===== config.mk =====
export PLATFORM = sky130hd
export DESIGN_NAME = swspi_device_flat
export DESIGN_NICKNAME = d
export VERILOG_FILES = /design/src/swspi_pkg.sv /design/src/swspi_if.sv /design/src/swspi_sync.sv /design/src/swspi_device.sv /design/src/flat_wrapper.sv
export VERILOG_INCLUDE_DIRS = /design/src /design/src/src
export SDC_FILE = /design/constraint.sdc
export NUM_CORES = 1
export LEC_CHECK = 0
export BUFFER_PORTS_ARGS = -buffer_cell sky130_fd_sc_hd__buf_4
export CORE_ASPECT_RATIO = 0.5
export CORE_MARGIN = 2
export CORE_UTILIZATION = 30
export DETAILED_ROUTE_END_ITERATION = 7
export MAX_ROUTING_LAYER = met4
export PLACE_DENSITY = 0.43
export SYNTH_ARGS = -nofsm -noshare
export SYNTH_HDL_FRONTEND = slang
export SYNTH_SLANG_ARGS = --single-unit

===== constraint.sdc =====
create_clock -name sys_clk_i -period 4.53 [get_ports sys_clk_i]
set_clock_uncertainty 0.2 [all_clocks]
set_input_delay 0.2265 -clock sys_clk_i [delete_from_list [all_inputs] [get_ports sys_clk_i]]
set_output_delay 0.2265 -clock sys_clk_i [all_outputs]
set_load 0.05 [all_outputs]

===== src/swspi_consts.svh =====
`ifndef SWSPI_CONSTS_SVH
`define SWSPI_CONSTS_SVH
`define SWSPI_WORD_BITS 16
`define SWSPI_WD_BIT 15
`define SWSPI_ADDR_HI 12
`define SWSPI_ADDR_LO 9
`define SWSPI_NUM_SO_REGS 8
`define SWSPI_SEL_OFF 2'h0
`define SWSPI_SEL_CH0 2'h1
`define SWSPI_SEL_CH1 2'h2
`define SWSPI_SEL_TEMP 2'h3
`define SWSPI_CLK_NS 20
`define SWSPI_WDTO_US 32
`define SWSPI_WDTO_CYC ((`SWSPI_WDTO_US * 1000) / `SWSPI_CLK_NS)
`define SWSPI_TIN_US 200
`define SWSPI_TIN_CYC ((`SWSPI_TIN_US * 1000) / `SWSPI_CLK_NS)
`define SWSPI_CLKFAIL_US 20
`define SWSPI_CLKFAIL_CYC ((`SWSPI_CLKFAIL_US * 1000) / `SWSPI_CLK_NS)
`define SWSPI_HDIV 4
`endif


===== src/swspi_pkg.sv =====
package swspi_pkg;
	typedef logic [15:0] swspi_word_t;
	typedef enum logic [1:0] {
		SWSPI_SENSE_OFF,
		SWSPI_SENSE_CH0,
		SWSPI_SENSE_CH1,
		SWSPI_SENSE_TEMP
	} swspi_sense_e;
	typedef enum {
		SWSPI_SLEEP,
		SWSPI_NORMAL,
		SWSPI_FAILSAFE
	} swspi_mode_e;
	typedef enum {
		SWSPI_H_IDLE,
		SWSPI_H_LEAD,
		SWSPI_H_SHIFT,
		SWSPI_H_LAG
	} swspi_hstate_e;
endpackage : swspi_pkg


===== src/swspi_if.sv =====
`timescale 1ns/10ps
interface swspi_if;
	logic sclk;
	logic chip_select_n;
	logic mosi;
	logic miso;
	logic miso_oe;
	logic reset_wake_n;
	logic [1:0] dir_in;
	logic [1:0] load_type_input;
	logic pwm_clock;
	logic fault_flag_n_o;
	logic fault_flag_n_oe;
	logic failsafe_flag_n_o;
	logic failsafe_flag_n_oe;
	logic sense_ready_o;
	logic sense_ready_oe;
	logic [1:0] current_sense_output;
	logic current_sense_oe;
	modport device (
		input sclk, chip_select_n, mosi, reset_wake_n, dir_in, load_type_input, pwm_clock,
		output miso, miso_oe, fault_flag_n_o, fault_flag_n_oe, failsafe_flag_n_o,
		output failsafe_flag_n_oe, sense_ready_o, sense_ready_oe, current_sense_output,
		output current_sense_oe
	);
	modport host (
		output sclk, chip_select_n, mosi, reset_wake_n, dir_in, load_type_input, pwm_clock,
		input miso, miso_oe, fault_flag_n_o, fault_flag_n_oe, failsafe_flag_n_o,
		input failsafe_flag_n_oe, sense_ready_o, sense_ready_oe, current_sense_output,
		input current_sense_oe
	);
endinterface : swspi_if


===== src/swspi_sync.sv =====
`timescale 1ns/10ps
module swspi_sync #(
	parameter int WIDTH = 1
) (
	// Clock and reset
	input wire logic sys_clk_i,
	input wire logic sys_rst_i,
	// Async in, synced out
	input wire logic [WIDTH-1:0] async_i,
	output logic [WIDTH-1:0] sync_o
);
	logic [WIDTH-1:0] meta_reg;
	always_ff @(posedge sys_clk_i) begin
		if (sys_rst_i) begin
			meta_reg <= '0;
			sync_o <= '0;
		end else begin
			meta_reg <= async_i;
			sync_o <= meta_reg;
		end
	end
endmodule : swspi_sync


===== src/swspi_device.sv =====
`timescale 1ns/10ps
`include "swspi_consts.svh"
// Contract
// - Sense select bits pick output, both off tristate
// - Track-hold freezes sense at pre-off value
// - Over-current window disables sense output
// - Sense-ready low when valid, released at turn-off
// - Direct input drives channel unless disabled
// - Rising direct input wakes from sleep
// - Load type 0 bulb, 1 motor profile
// - Any fault pulls fault flag low
// - Per-fault sticky bits, cleared by read
// - External PWM clock monitored, drives PWM
// - Reset low clears all SPI registers
// - Sleep after delay once reset, inputs low; delay timer runs from inputs low only, so reset low can sleep at once
// - Reset rising wakes, starts watchdog
// - Watch bit must toggle before timeout
// - Accept while select low, latch on rise
// - Load output shift on select fall, drive
// - Host keeps sclk low at select edges
// - Sample input falling, shift output rising
// - Sixteen bits, most significant first
// - Address field bits nine to twelve
// - Select high: ignore bus, output tristate
// - Fail-safe flag on lost communication
module swspi_device #(
	parameter int WDTO_CYC = `SWSPI_WDTO_CYC,
	parameter int TIN_CYC = `SWSPI_TIN_CYC,
	parameter int CLKFAIL_CYC = `SWSPI_CLKFAIL_CYC
) (
	// Clock and reset
	input wire logic sys_clk_i,
	input wire logic sys_rst_i,
	// Pins
	swspi_if.device pins,
	// Analog-side faults and measurements
	input wire logic [7:0] fault_events_i,
	input wire logic [1:0] oc_window_i,
	input wire logic [1:0] ch_current_i [2],
	input wire logic [1:0] temp_i,
	input wire logic vdd_ok_i,
	// Channel control results
	output logic [1:0] hson_o,
	output logic [1:0] motor_profile_o,
	output logic pwm_tick_o,
	output logic [1:0] mode_o
);
	localparam int W = `SWSPI_WORD_BITS;
	if (WDTO_CYC < 2 || TIN_CYC < 2 || CLKFAIL_CYC < 2) begin : g_bad_counts
		$error("swspi_device: counts too small");
	end
	logic sclk_s, csn_s, mosi_s, rstn_s, pclk_s;
	logic [1:0] din_s, conf_s;
	swspi_sync #(.WIDTH(9)) u_sync (
		.sys_clk_i(sys_clk_i),
		.sys_rst_i(sys_rst_i),
		.async_i({pins.sclk, pins.chip_select_n, pins.mosi, pins.reset_wake_n, pins.pwm_clock,
			pins.dir_in, pins.load_type_input}),
		.sync_o({sclk_s, csn_s, mosi_s, rstn_s, pclk_s, din_s, conf_s})
	);
	logic sclk_d, csn_d, rstn_d, pclk_d;
	logic [1:0] din_d;
	always_ff @(posedge sys_clk_i) begin
		if (sys_rst_i) begin
			sclk_d <= 1'b0;
			csn_d <= 1'b1;
			rstn_d <= 1'b0;
			pclk_d <= 1'b0;
			din_d <= 2'h0;
		end else begin
			sclk_d <= sclk_s;
			csn_d <= csn_s;
			rstn_d <= rstn_s;
			pclk_d <= pclk_s;
			din_d <= din_s;
		end
	end
	wire sclk_rise = sclk_s & ~sclk_d;
	wire sclk_fall = ~sclk_s & sclk_d;
	wire cs_fall = ~csn_s & csn_d;
	wire cs_rise = csn_s & ~csn_d;
	wire rst_rise = rstn_s & ~rstn_d;
	wire [1:0] din_rise = din_s & ~din_d;
	wire [1:0] din_fall = ~din_s & din_d;
	wire regs_clr = ~rstn_s;
	// Register file: index from address field
	logic [W-1:0] regs [`SWSPI_NUM_SO_REGS];
	logic [W-1:0] sh_in_reg, sh_out_reg;
	logic [4:0] bitcnt_reg;
	logic [7:0] fault_sticky_reg;
	function automatic logic [2:0] addr_idx(input logic [W-1:0] w);
		addr_idx = w[`SWSPI_ADDR_HI:`SWSPI_ADDR_LO] > 4'h7 ? 3'h7 :
			w[`SWSPI_ADDR_LO+2:`SWSPI_ADDR_LO];
	endfunction : addr_idx
	wire frame_ok = cs_rise && bitcnt_reg == 5'(W);
	wire [2:0] rd_idx = addr_idx(sh_in_reg);
	always_ff @(posedge sys_clk_i) begin
		if (sys_rst_i) begin
			sh_in_reg <= '0;
			bitcnt_reg <= 5'h0;
		end else if (csn_s) begin
			bitcnt_reg <= 5'h0;
		end else if (sclk_fall) begin
			sh_in_reg <= {sh_in_reg[W-2:0], mosi_s};
			if (bitcnt_reg != 5'h1f) bitcnt_reg <= bitcnt_reg + 5'h1;
		end
	end
	genvar gi;
	generate
		for (gi = 0; gi < `SWSPI_NUM_SO_REGS; gi++) begin : g_regs
			always_ff @(posedge sys_clk_i) begin
				if (sys_rst_i || regs_clr) regs[gi] <= '0;
				else if (frame_ok && rd_idx == 3'(gi)) regs[gi] <= sh_in_reg;
			end
		end
	endgenerate
	// Output shift: index 0 returns sticky faults, others readback
	logic [2:0] so_sel_reg;
	always_ff @(posedge sys_clk_i) begin
		if (sys_rst_i) begin
			sh_out_reg <= '0;
			so_sel_reg <= 3'h0;
		end else if (cs_fall) begin
			sh_out_reg <= so_sel_reg == 3'h0 ? {8'h00, fault_sticky_reg} : regs[so_sel_reg];
		end else if (!csn_s && sclk_rise) begin
			sh_out_reg <= {sh_out_reg[W-2:0], 1'b0};
		end else if (frame_ok) begin
			so_sel_reg <= rd_idx;
		end
	end
	logic miso_reg, miso_oe_reg;
	always_ff @(posedge sys_clk_i) begin
		if (sys_rst_i) begin
			miso_reg <= 1'b0;
			miso_oe_reg <= 1'b0;
		end else begin
			miso_oe_reg <= ~csn_s & vdd_ok_i;
			miso_reg <= sh_out_reg[W-1];
		end
	end
	// Sticky faults: set wins over read clear
	wire fault_rd = frame_ok && so_sel_reg == 3'h0;
	logic clk_fail;
	always_ff @(posedge sys_clk_i) begin
		if (sys_rst_i || regs_clr) fault_sticky_reg <= 8'h00;
		else fault_sticky_reg <= (fault_rd ? 8'h00 : fault_sticky_reg) | fault_events_i |
			{7'h00, clk_fail};
	end
	// External PWM clock monitor
	logic [$clog2(CLKFAIL_CYC+1)-1:0] pclk_cnt_reg;
	wire pclk_edge = pclk_s & ~pclk_d;
	assign clk_fail = pclk_cnt_reg == ($bits(pclk_cnt_reg))'(CLKFAIL_CYC);
	always_ff @(posedge sys_clk_i) begin
		if (sys_rst_i) pclk_cnt_reg <= '0;
		else if (pclk_edge) pclk_cnt_reg <= '0;
		else if (!clk_fail) pclk_cnt_reg <= pclk_cnt_reg + 1'b1;
	end
	// Mode, sleep timer and watchdog
	swspi_pkg::swspi_mode_e mode_reg;
	logic [$clog2(TIN_CYC+1)-1:0] tin_reg;
	logic [$clog2(WDTO_CYC+1)-1:0] wd_reg;
	logic wd_last_reg, wd_run_reg;
	wire wd_toggle = frame_ok && sh_in_reg[`SWSPI_WD_BIT] != wd_last_reg;
	always_ff @(posedge sys_clk_i) begin
		if (sys_rst_i) begin
			mode_reg <= swspi_pkg::SWSPI_SLEEP;
			tin_reg <= '0;
			wd_reg <= '0;
			wd_last_reg <= 1'b0;
			wd_run_reg <= 1'b0;
		end else begin
			if (frame_ok) wd_last_reg <= sh_in_reg[`SWSPI_WD_BIT];
			if (din_fall != 2'h0 || din_s != 2'h0) tin_reg <= '0;
			else if (tin_reg != ($bits(tin_reg))'(TIN_CYC)) tin_reg <= tin_reg + 1'b1;
			if (rst_rise || wd_toggle) wd_reg <= '0;
			else if (wd_run_reg && wd_reg != ($bits(wd_reg))'(WDTO_CYC)) wd_reg <= wd_reg + 1'b1;
			case (mode_reg)
				swspi_pkg::SWSPI_SLEEP: begin
					if (rst_rise || din_rise != 2'h0) mode_reg <= swspi_pkg::SWSPI_NORMAL;
					wd_run_reg <= rst_rise;
				end
				swspi_pkg::SWSPI_NORMAL: begin
					if (!rstn_s && din_s == 2'h0 && tin_reg == ($bits(tin_reg))'(TIN_CYC))
						mode_reg <= swspi_pkg::SWSPI_SLEEP;
					else if ((wd_run_reg && wd_reg == ($bits(wd_reg))'(WDTO_CYC)) || !vdd_ok_i)
						mode_reg <= swspi_pkg::SWSPI_FAILSAFE;
					if (rst_rise) wd_run_reg <= 1'b1;
				end
				swspi_pkg::SWSPI_FAILSAFE: begin
					if (!rstn_s && din_s == 2'h0 && tin_reg == ($bits(tin_reg))'(TIN_CYC))
						mode_reg <= swspi_pkg::SWSPI_SLEEP;
					else if (rst_rise) mode_reg <= swspi_pkg::SWSPI_NORMAL;
				end
				default: mode_reg <= swspi_pkg::SWSPI_SLEEP;
			endcase
		end
	end
	// Channel control: reg1 bit0/1 on, bit2/3 direct disable
	wire [1:0] dir_dis = regs[1][3:2];
	wire [1:0] on_bits = regs[1][1:0];
	logic [1:0] hson_prev_reg;
	logic [1:0] held_reg;
	logic sync_low_reg;
	wire [1:0] sel = regs[2][1:0];
	wire [1:0] cur_sel = sel == `SWSPI_SEL_CH0 ? ch_current_i[0] :
		sel == `SWSPI_SEL_CH1 ? ch_current_i[1] : temp_i;
	wire sel_on = sel == `SWSPI_SEL_CH0 ? hson_o[0] : sel == `SWSPI_SEL_CH1 ? hson_o[1] : 1'b1;
	wire track_hold = regs[2][2];
	always_ff @(posedge sys_clk_i) begin
		if (sys_rst_i) begin
			hson_o <= 2'h0;
			hson_prev_reg <= 2'h0;
			motor_profile_o <= 2'h3;
			pwm_tick_o <= 1'b0;
			mode_o <= 2'h0;
		end else begin
			hson_o <= mode_reg == swspi_pkg::SWSPI_SLEEP ? 2'h0 :
				(din_s & ~dir_dis) | (mode_reg == swspi_pkg::SWSPI_NORMAL ? on_bits : 2'h0);
			hson_prev_reg <= hson_o;
			motor_profile_o <= conf_s;
			pwm_tick_o <= pclk_edge & ~clk_fail;
			mode_o <= 2'(mode_reg);
		end
	end
	always_ff @(posedge sys_clk_i) begin
		if (sys_rst_i) begin
			pins.current_sense_output <= 2'h0;
			pins.current_sense_oe <= 1'b0;
			held_reg <= 2'h0;
			sync_low_reg <= 1'b0;
			pins.fault_flag_n_o <= 1'b0;
			pins.fault_flag_n_oe <= 1'b0;
			pins.failsafe_flag_n_o <= 1'b0;
			pins.failsafe_flag_n_oe <= 1'b0;
			pins.sense_ready_o <= 1'b0;
			pins.sense_ready_oe <= 1'b0;
		end else begin
			if (sel_on) held_reg <= cur_sel;
			pins.current_sense_oe <= sel != `SWSPI_SEL_OFF && (oc_window_i == 2'h0) &&
				vdd_ok_i && mode_reg == swspi_pkg::SWSPI_NORMAL;
			pins.current_sense_output <= (!sel_on && track_hold) ? held_reg : cur_sel;
			// Release on any turn-off of the sensed channel
			sync_low_reg <= sel_on && (hson_prev_reg & hson_o) != 2'h0 &&
				oc_window_i == 2'h0;
			pins.sense_ready_oe <= sync_low_reg;
			pins.fault_flag_n_oe <= fault_sticky_reg != 8'h00;
			pins.failsafe_flag_n_oe <= mode_reg == swspi_pkg::SWSPI_FAILSAFE || !vdd_ok_i;
		end
	end
	assign pins.miso = miso_reg;
	assign pins.miso_oe = miso_oe_reg;
endmodule : swspi_device


===== src/flat_wrapper.sv =====
// flat-port wrapper written by rule: the top's interface ports become plain ports
module swspi_device_flat 
#(
	parameter int WDTO_CYC = `SWSPI_WDTO_CYC,
	parameter int TIN_CYC = `SWSPI_TIN_CYC,
	parameter int CLKFAIL_CYC = `SWSPI_CLKFAIL_CYC
)
  (sys_clk_i, sys_rst_i, fault_events_i, oc_window_i, ch_current_i, temp_i, vdd_ok_i, hson_o, motor_profile_o, pwm_tick_o, mode_o, pins_sclk, pins_chip_select_n, pins_mosi, pins_reset_wake_n, pins_dir_in, pins_load_type_input, pins_pwm_clock, pins_miso, pins_miso_oe, pins_fault_flag_n_o, pins_fault_flag_n_oe, pins_failsafe_flag_n_o, pins_failsafe_flag_n_oe, pins_sense_ready_o, pins_sense_ready_oe, pins_current_sense_output, pins_current_sense_oe);
  swspi_if pins_i ();
  input wire logic sys_clk_i;
  input wire logic sys_rst_i;
  input wire logic [7:0] fault_events_i;
  input wire logic [1:0] oc_window_i;
  input wire logic [1:0] ch_current_i[2];
  input wire logic [1:0] temp_i;
  input wire logic vdd_ok_i;
  output logic [1:0] hson_o;
  output logic [1:0] motor_profile_o;
  output logic pwm_tick_o;
  output logic [1:0] mode_o;
  input wire logic [$bits(pins_i.sclk)-1:0] pins_sclk;
  input wire logic [$bits(pins_i.chip_select_n)-1:0] pins_chip_select_n;
  input wire logic [$bits(pins_i.mosi)-1:0] pins_mosi;
  input wire logic [$bits(pins_i.reset_wake_n)-1:0] pins_reset_wake_n;
  input wire logic [$bits(pins_i.dir_in)-1:0] pins_dir_in;
  input wire logic [$bits(pins_i.load_type_input)-1:0] pins_load_type_input;
  input wire logic [$bits(pins_i.pwm_clock)-1:0] pins_pwm_clock;
  output wire logic [$bits(pins_i.miso)-1:0] pins_miso;
  output wire logic [$bits(pins_i.miso_oe)-1:0] pins_miso_oe;
  output wire logic [$bits(pins_i.fault_flag_n_o)-1:0] pins_fault_flag_n_o;
  output wire logic [$bits(pins_i.fault_flag_n_oe)-1:0] pins_fault_flag_n_oe;
  output wire logic [$bits(pins_i.failsafe_flag_n_o)-1:0] pins_failsafe_flag_n_o;
  output wire logic [$bits(pins_i.failsafe_flag_n_oe)-1:0] pins_failsafe_flag_n_oe;
  output wire logic [$bits(pins_i.sense_ready_o)-1:0] pins_sense_ready_o;
  output wire logic [$bits(pins_i.sense_ready_oe)-1:0] pins_sense_ready_oe;
  output wire logic [$bits(pins_i.current_sense_output)-1:0] pins_current_sense_output;
  output wire logic [$bits(pins_i.current_sense_oe)-1:0] pins_current_sense_oe;
  assign pins_i.sclk = pins_sclk;
  assign pins_i.chip_select_n = pins_chip_select_n;
  assign pins_i.mosi = pins_mosi;
  assign pins_i.reset_wake_n = pins_reset_wake_n;
  assign pins_i.dir_in = pins_dir_in;
  assign pins_i.load_type_input = pins_load_type_input;
  assign pins_i.pwm_clock = pins_pwm_clock;
  assign pins_miso = pins_i.miso;
  assign pins_miso_oe = pins_i.miso_oe;
  assign pins_fault_flag_n_o = pins_i.fault_flag_n_o;
  assign pins_fault_flag_n_oe = pins_i.fault_flag_n_oe;
  assign pins_failsafe_flag_n_o = pins_i.failsafe_flag_n_o;
  assign pins_failsafe_flag_n_oe = pins_i.failsafe_flag_n_oe;
  assign pins_sense_ready_o = pins_i.sense_ready_o;
  assign pins_sense_ready_oe = pins_i.sense_ready_oe;
  assign pins_current_sense_output = pins_i.current_sense_output;
  assign pins_current_sense_oe = pins_i.current_sense_oe;
  swspi_device #(.WDTO_CYC(WDTO_CYC), .TIN_CYC(TIN_CYC), .CLKFAIL_CYC(CLKFAIL_CYC)) u_core (.sys_clk_i(sys_clk_i), .sys_rst_i(sys_rst_i), .pins(pins_i), .fault_events_i(fault_events_i), .oc_window_i(oc_window_i), .ch_current_i(ch_current_i), .temp_i(temp_i), .vdd_ok_i(vdd_ok_i), .hson_o(hson_o), .motor_profile_o(motor_profile_o), .pwm_tick_o(pwm_tick_o), .mode_o(mode_o));
endmodule

==> impl_metrics.ini <==
[synth]
ys_seq_area_share_pct = 60.0
synth_flop_cell = dfxtp_1
synth_edf_count = 128
synth_area_um2 = 10900
synthCells = 944
synth.distinct_cells = 56
postSynth.asyncResetShare_pct = 0
yosysWarnings = 0
ys_seq_elements = 262
synth.avg_cell_area_um2 = 11.5

[timing]
worstMarginPinSlew_ps = 1030
timing.fmax_mhz = 332
setup_tns_ps = 0
worst_hold_slack_ps = 62.9
setup_slack_ps = 1520
final-hold-violation-count = 0
drv_slew = 0
post-route-min-period_ps = 3010
relSlewSlack_pct = 31.1
rsz0062_at_grt = no
setup_viol = 0
min_period_over_period_pct = 66.5

[power]
ir_drop_uv = 221
p_leak_nw = 4.71
power_mw = 4.82
power_density_nw_per_um2 = 378

[clock_tree]
path_clk_slew_ps = 60
clock-sinks = 262
cts-resized-gates = 0
htreeDepth = 1
cts_tree = done
cts_buffer_depth = 3
postCtsSetupRepairBufs = 0
cts-root-buf = clkbuf_16
cts_buffers = 25
clkLatencyLatePin_ps = 550

[drt]
antenna_left = 0
drtIter0Drc = 509
vias = 7103
finalWirelength_um = 27500
drc = 0
drtPass1Iterations = 4
viasPerCell = 4.70
routedWlPerCell_um = 18.2

[final_layout]
final_util_pct = 35.6
drive_gt1_share_pct = 12.1
final_nets = 1049
layout_common_cells = 133 x dfxtp_1, 128 x edfxtp_1, 100 x and2_1, 78 x nor2_1
multi_input_area_um2 = 4160
largest_reg_flops = 128
regArea_um2 = 6530
layout.cells.non_filler = 1512
syn2layout_area_growth_pct = 17.2
fillCellCount = 3578
finish.instance_area_um2 = 12800
n_antenna_cell = 0
final_common_cell = dfxtp_1

[global_routing]
antenna_found_initial = 0
grt_max_degree = 50
grt_usage_pct = 14.9
grt_pass1_wl_um = 42200
grt-ovfl-total = 0
grt_pass1_vias = 6941

[die]
die_height_um = 139
core_um2 = 35800
ioPinCount = 46
dieWidth_um = 273
initial_core_util_pct = 30.4
die_area_um2 = 37900
std_cell_rows = 49

[worst_setup_path]
critPathCaptureType = flop
critPathKind = in -> reg
start_kind = input port
cp.arrival_ps = 3220
path_max_fanout = 42
required_ps = 4740

[place]
post-place-ws_ps = 1510
place.gp.congestion = 0.823
hpwlAfterDp_um = 18100
post_dp_cell_area_um2 = 11800
placed_cells = 1447
io_buffers = 42

[outcome]
outcome = finished, final reports clean

[min_path]
hold_path.class = in -> reg

[job]
max-cap-violations = 0
where the power goes:
part	total [mW]	internal (mW)	leakage, nW	switching [mW]
Combinational	0.219	0.0893	1.74	0.129
Clock	2.03	1.12	0.377	0.906
Sequential	2.57	2.54	2.60	0.0342
area by class of cell:
type	count	share of cell area (%)
clock buffers	35	5.43
clock inverters	8	0.500
inverters	18	0.530
multi-input cells	629	32.6
flip-flops and latches	262	51.2
well taps	484	4.75
repair buffers	76	5.00
Yosys cell counts, types with 13 or more instances:
cell type	count	share of area, %
a21oi_1	50	2.3
a22oi_1	18	1.2
and2_1	100	5.7
clkbuf_1	42	1.4
dfxtp_1	134	25
edfxtp_1	128	35
inv_1	17	0.59
mux2i_1	55	5.1
mux4_2	14	2.9
nand2_1	55	1.9
nand3_1	22	1.0
nor2_1	78	2.7
nor2b_1	28	1.6
nor3_1	13	0.60
o21ai_0	21	0.97
xnor2_1	13	1.0
xor2_1	18	1.4
critical path, cell delays in order:
cell and delay, ps:
dlygate4sd3_1 540, buf_4 280, nand2b_1 470, clkinv_1 340
nand4_1 270, nor2_1 840, and2_1 240
final timing paths:
path                                 from                   endpoint  slack (ps)  depth (start not counted)
setup / recovery                sys_rst_i         u_core.regs[6][13]        1520                          7
hold / removal            ch_current_i[2]         u_core.held_reg[0]          60                          5
setup reg to reg                     flop      u_core.sh_out_reg[12]        1700                          4
hold reg to reg   u_core.u_sync.sync_o[0]  u_core.motor_profile_o[0]         210                          1
cell families after synthesis:
| family | Yosys count | synth area share (%) |
|---|---|---|
| xor gates and xnor gates | 31 | 2.49 |
| DFF | 262 | 60.0 |
| buffers and inverters | 74 | 2.81 |
| muxes | 70 | 8.06 |
| other | 1 | 0.0345 |
| AOI/OAI and AO/OA | 131 | 7.52 |
| and+or+nand+nor | 366 | 18.1 |
| adders and majority gates | 9 | 1.03 |
repair_timing:
item	in CTS	in global routing
hold endpoints to repair	51	0
hold buffers	22	0
setup endpoints to repair	0	0
routing by layer:
metal / share of wire (%) / track usage (%) / vias to the layer above / wire (um)
li1: - / - / 3466 / -
met1: 50 / 20.8 / 3503 / 13700
met2: 45 / 22.7 / 99 / 12400
met3: 3.8 / 3.05 / 35 / 1050
met4: 1.5 / 2.62 / 0 / 415
met5: 0 / - / - / 0
No activity file was read; power rests on OpenSTA's default activity.
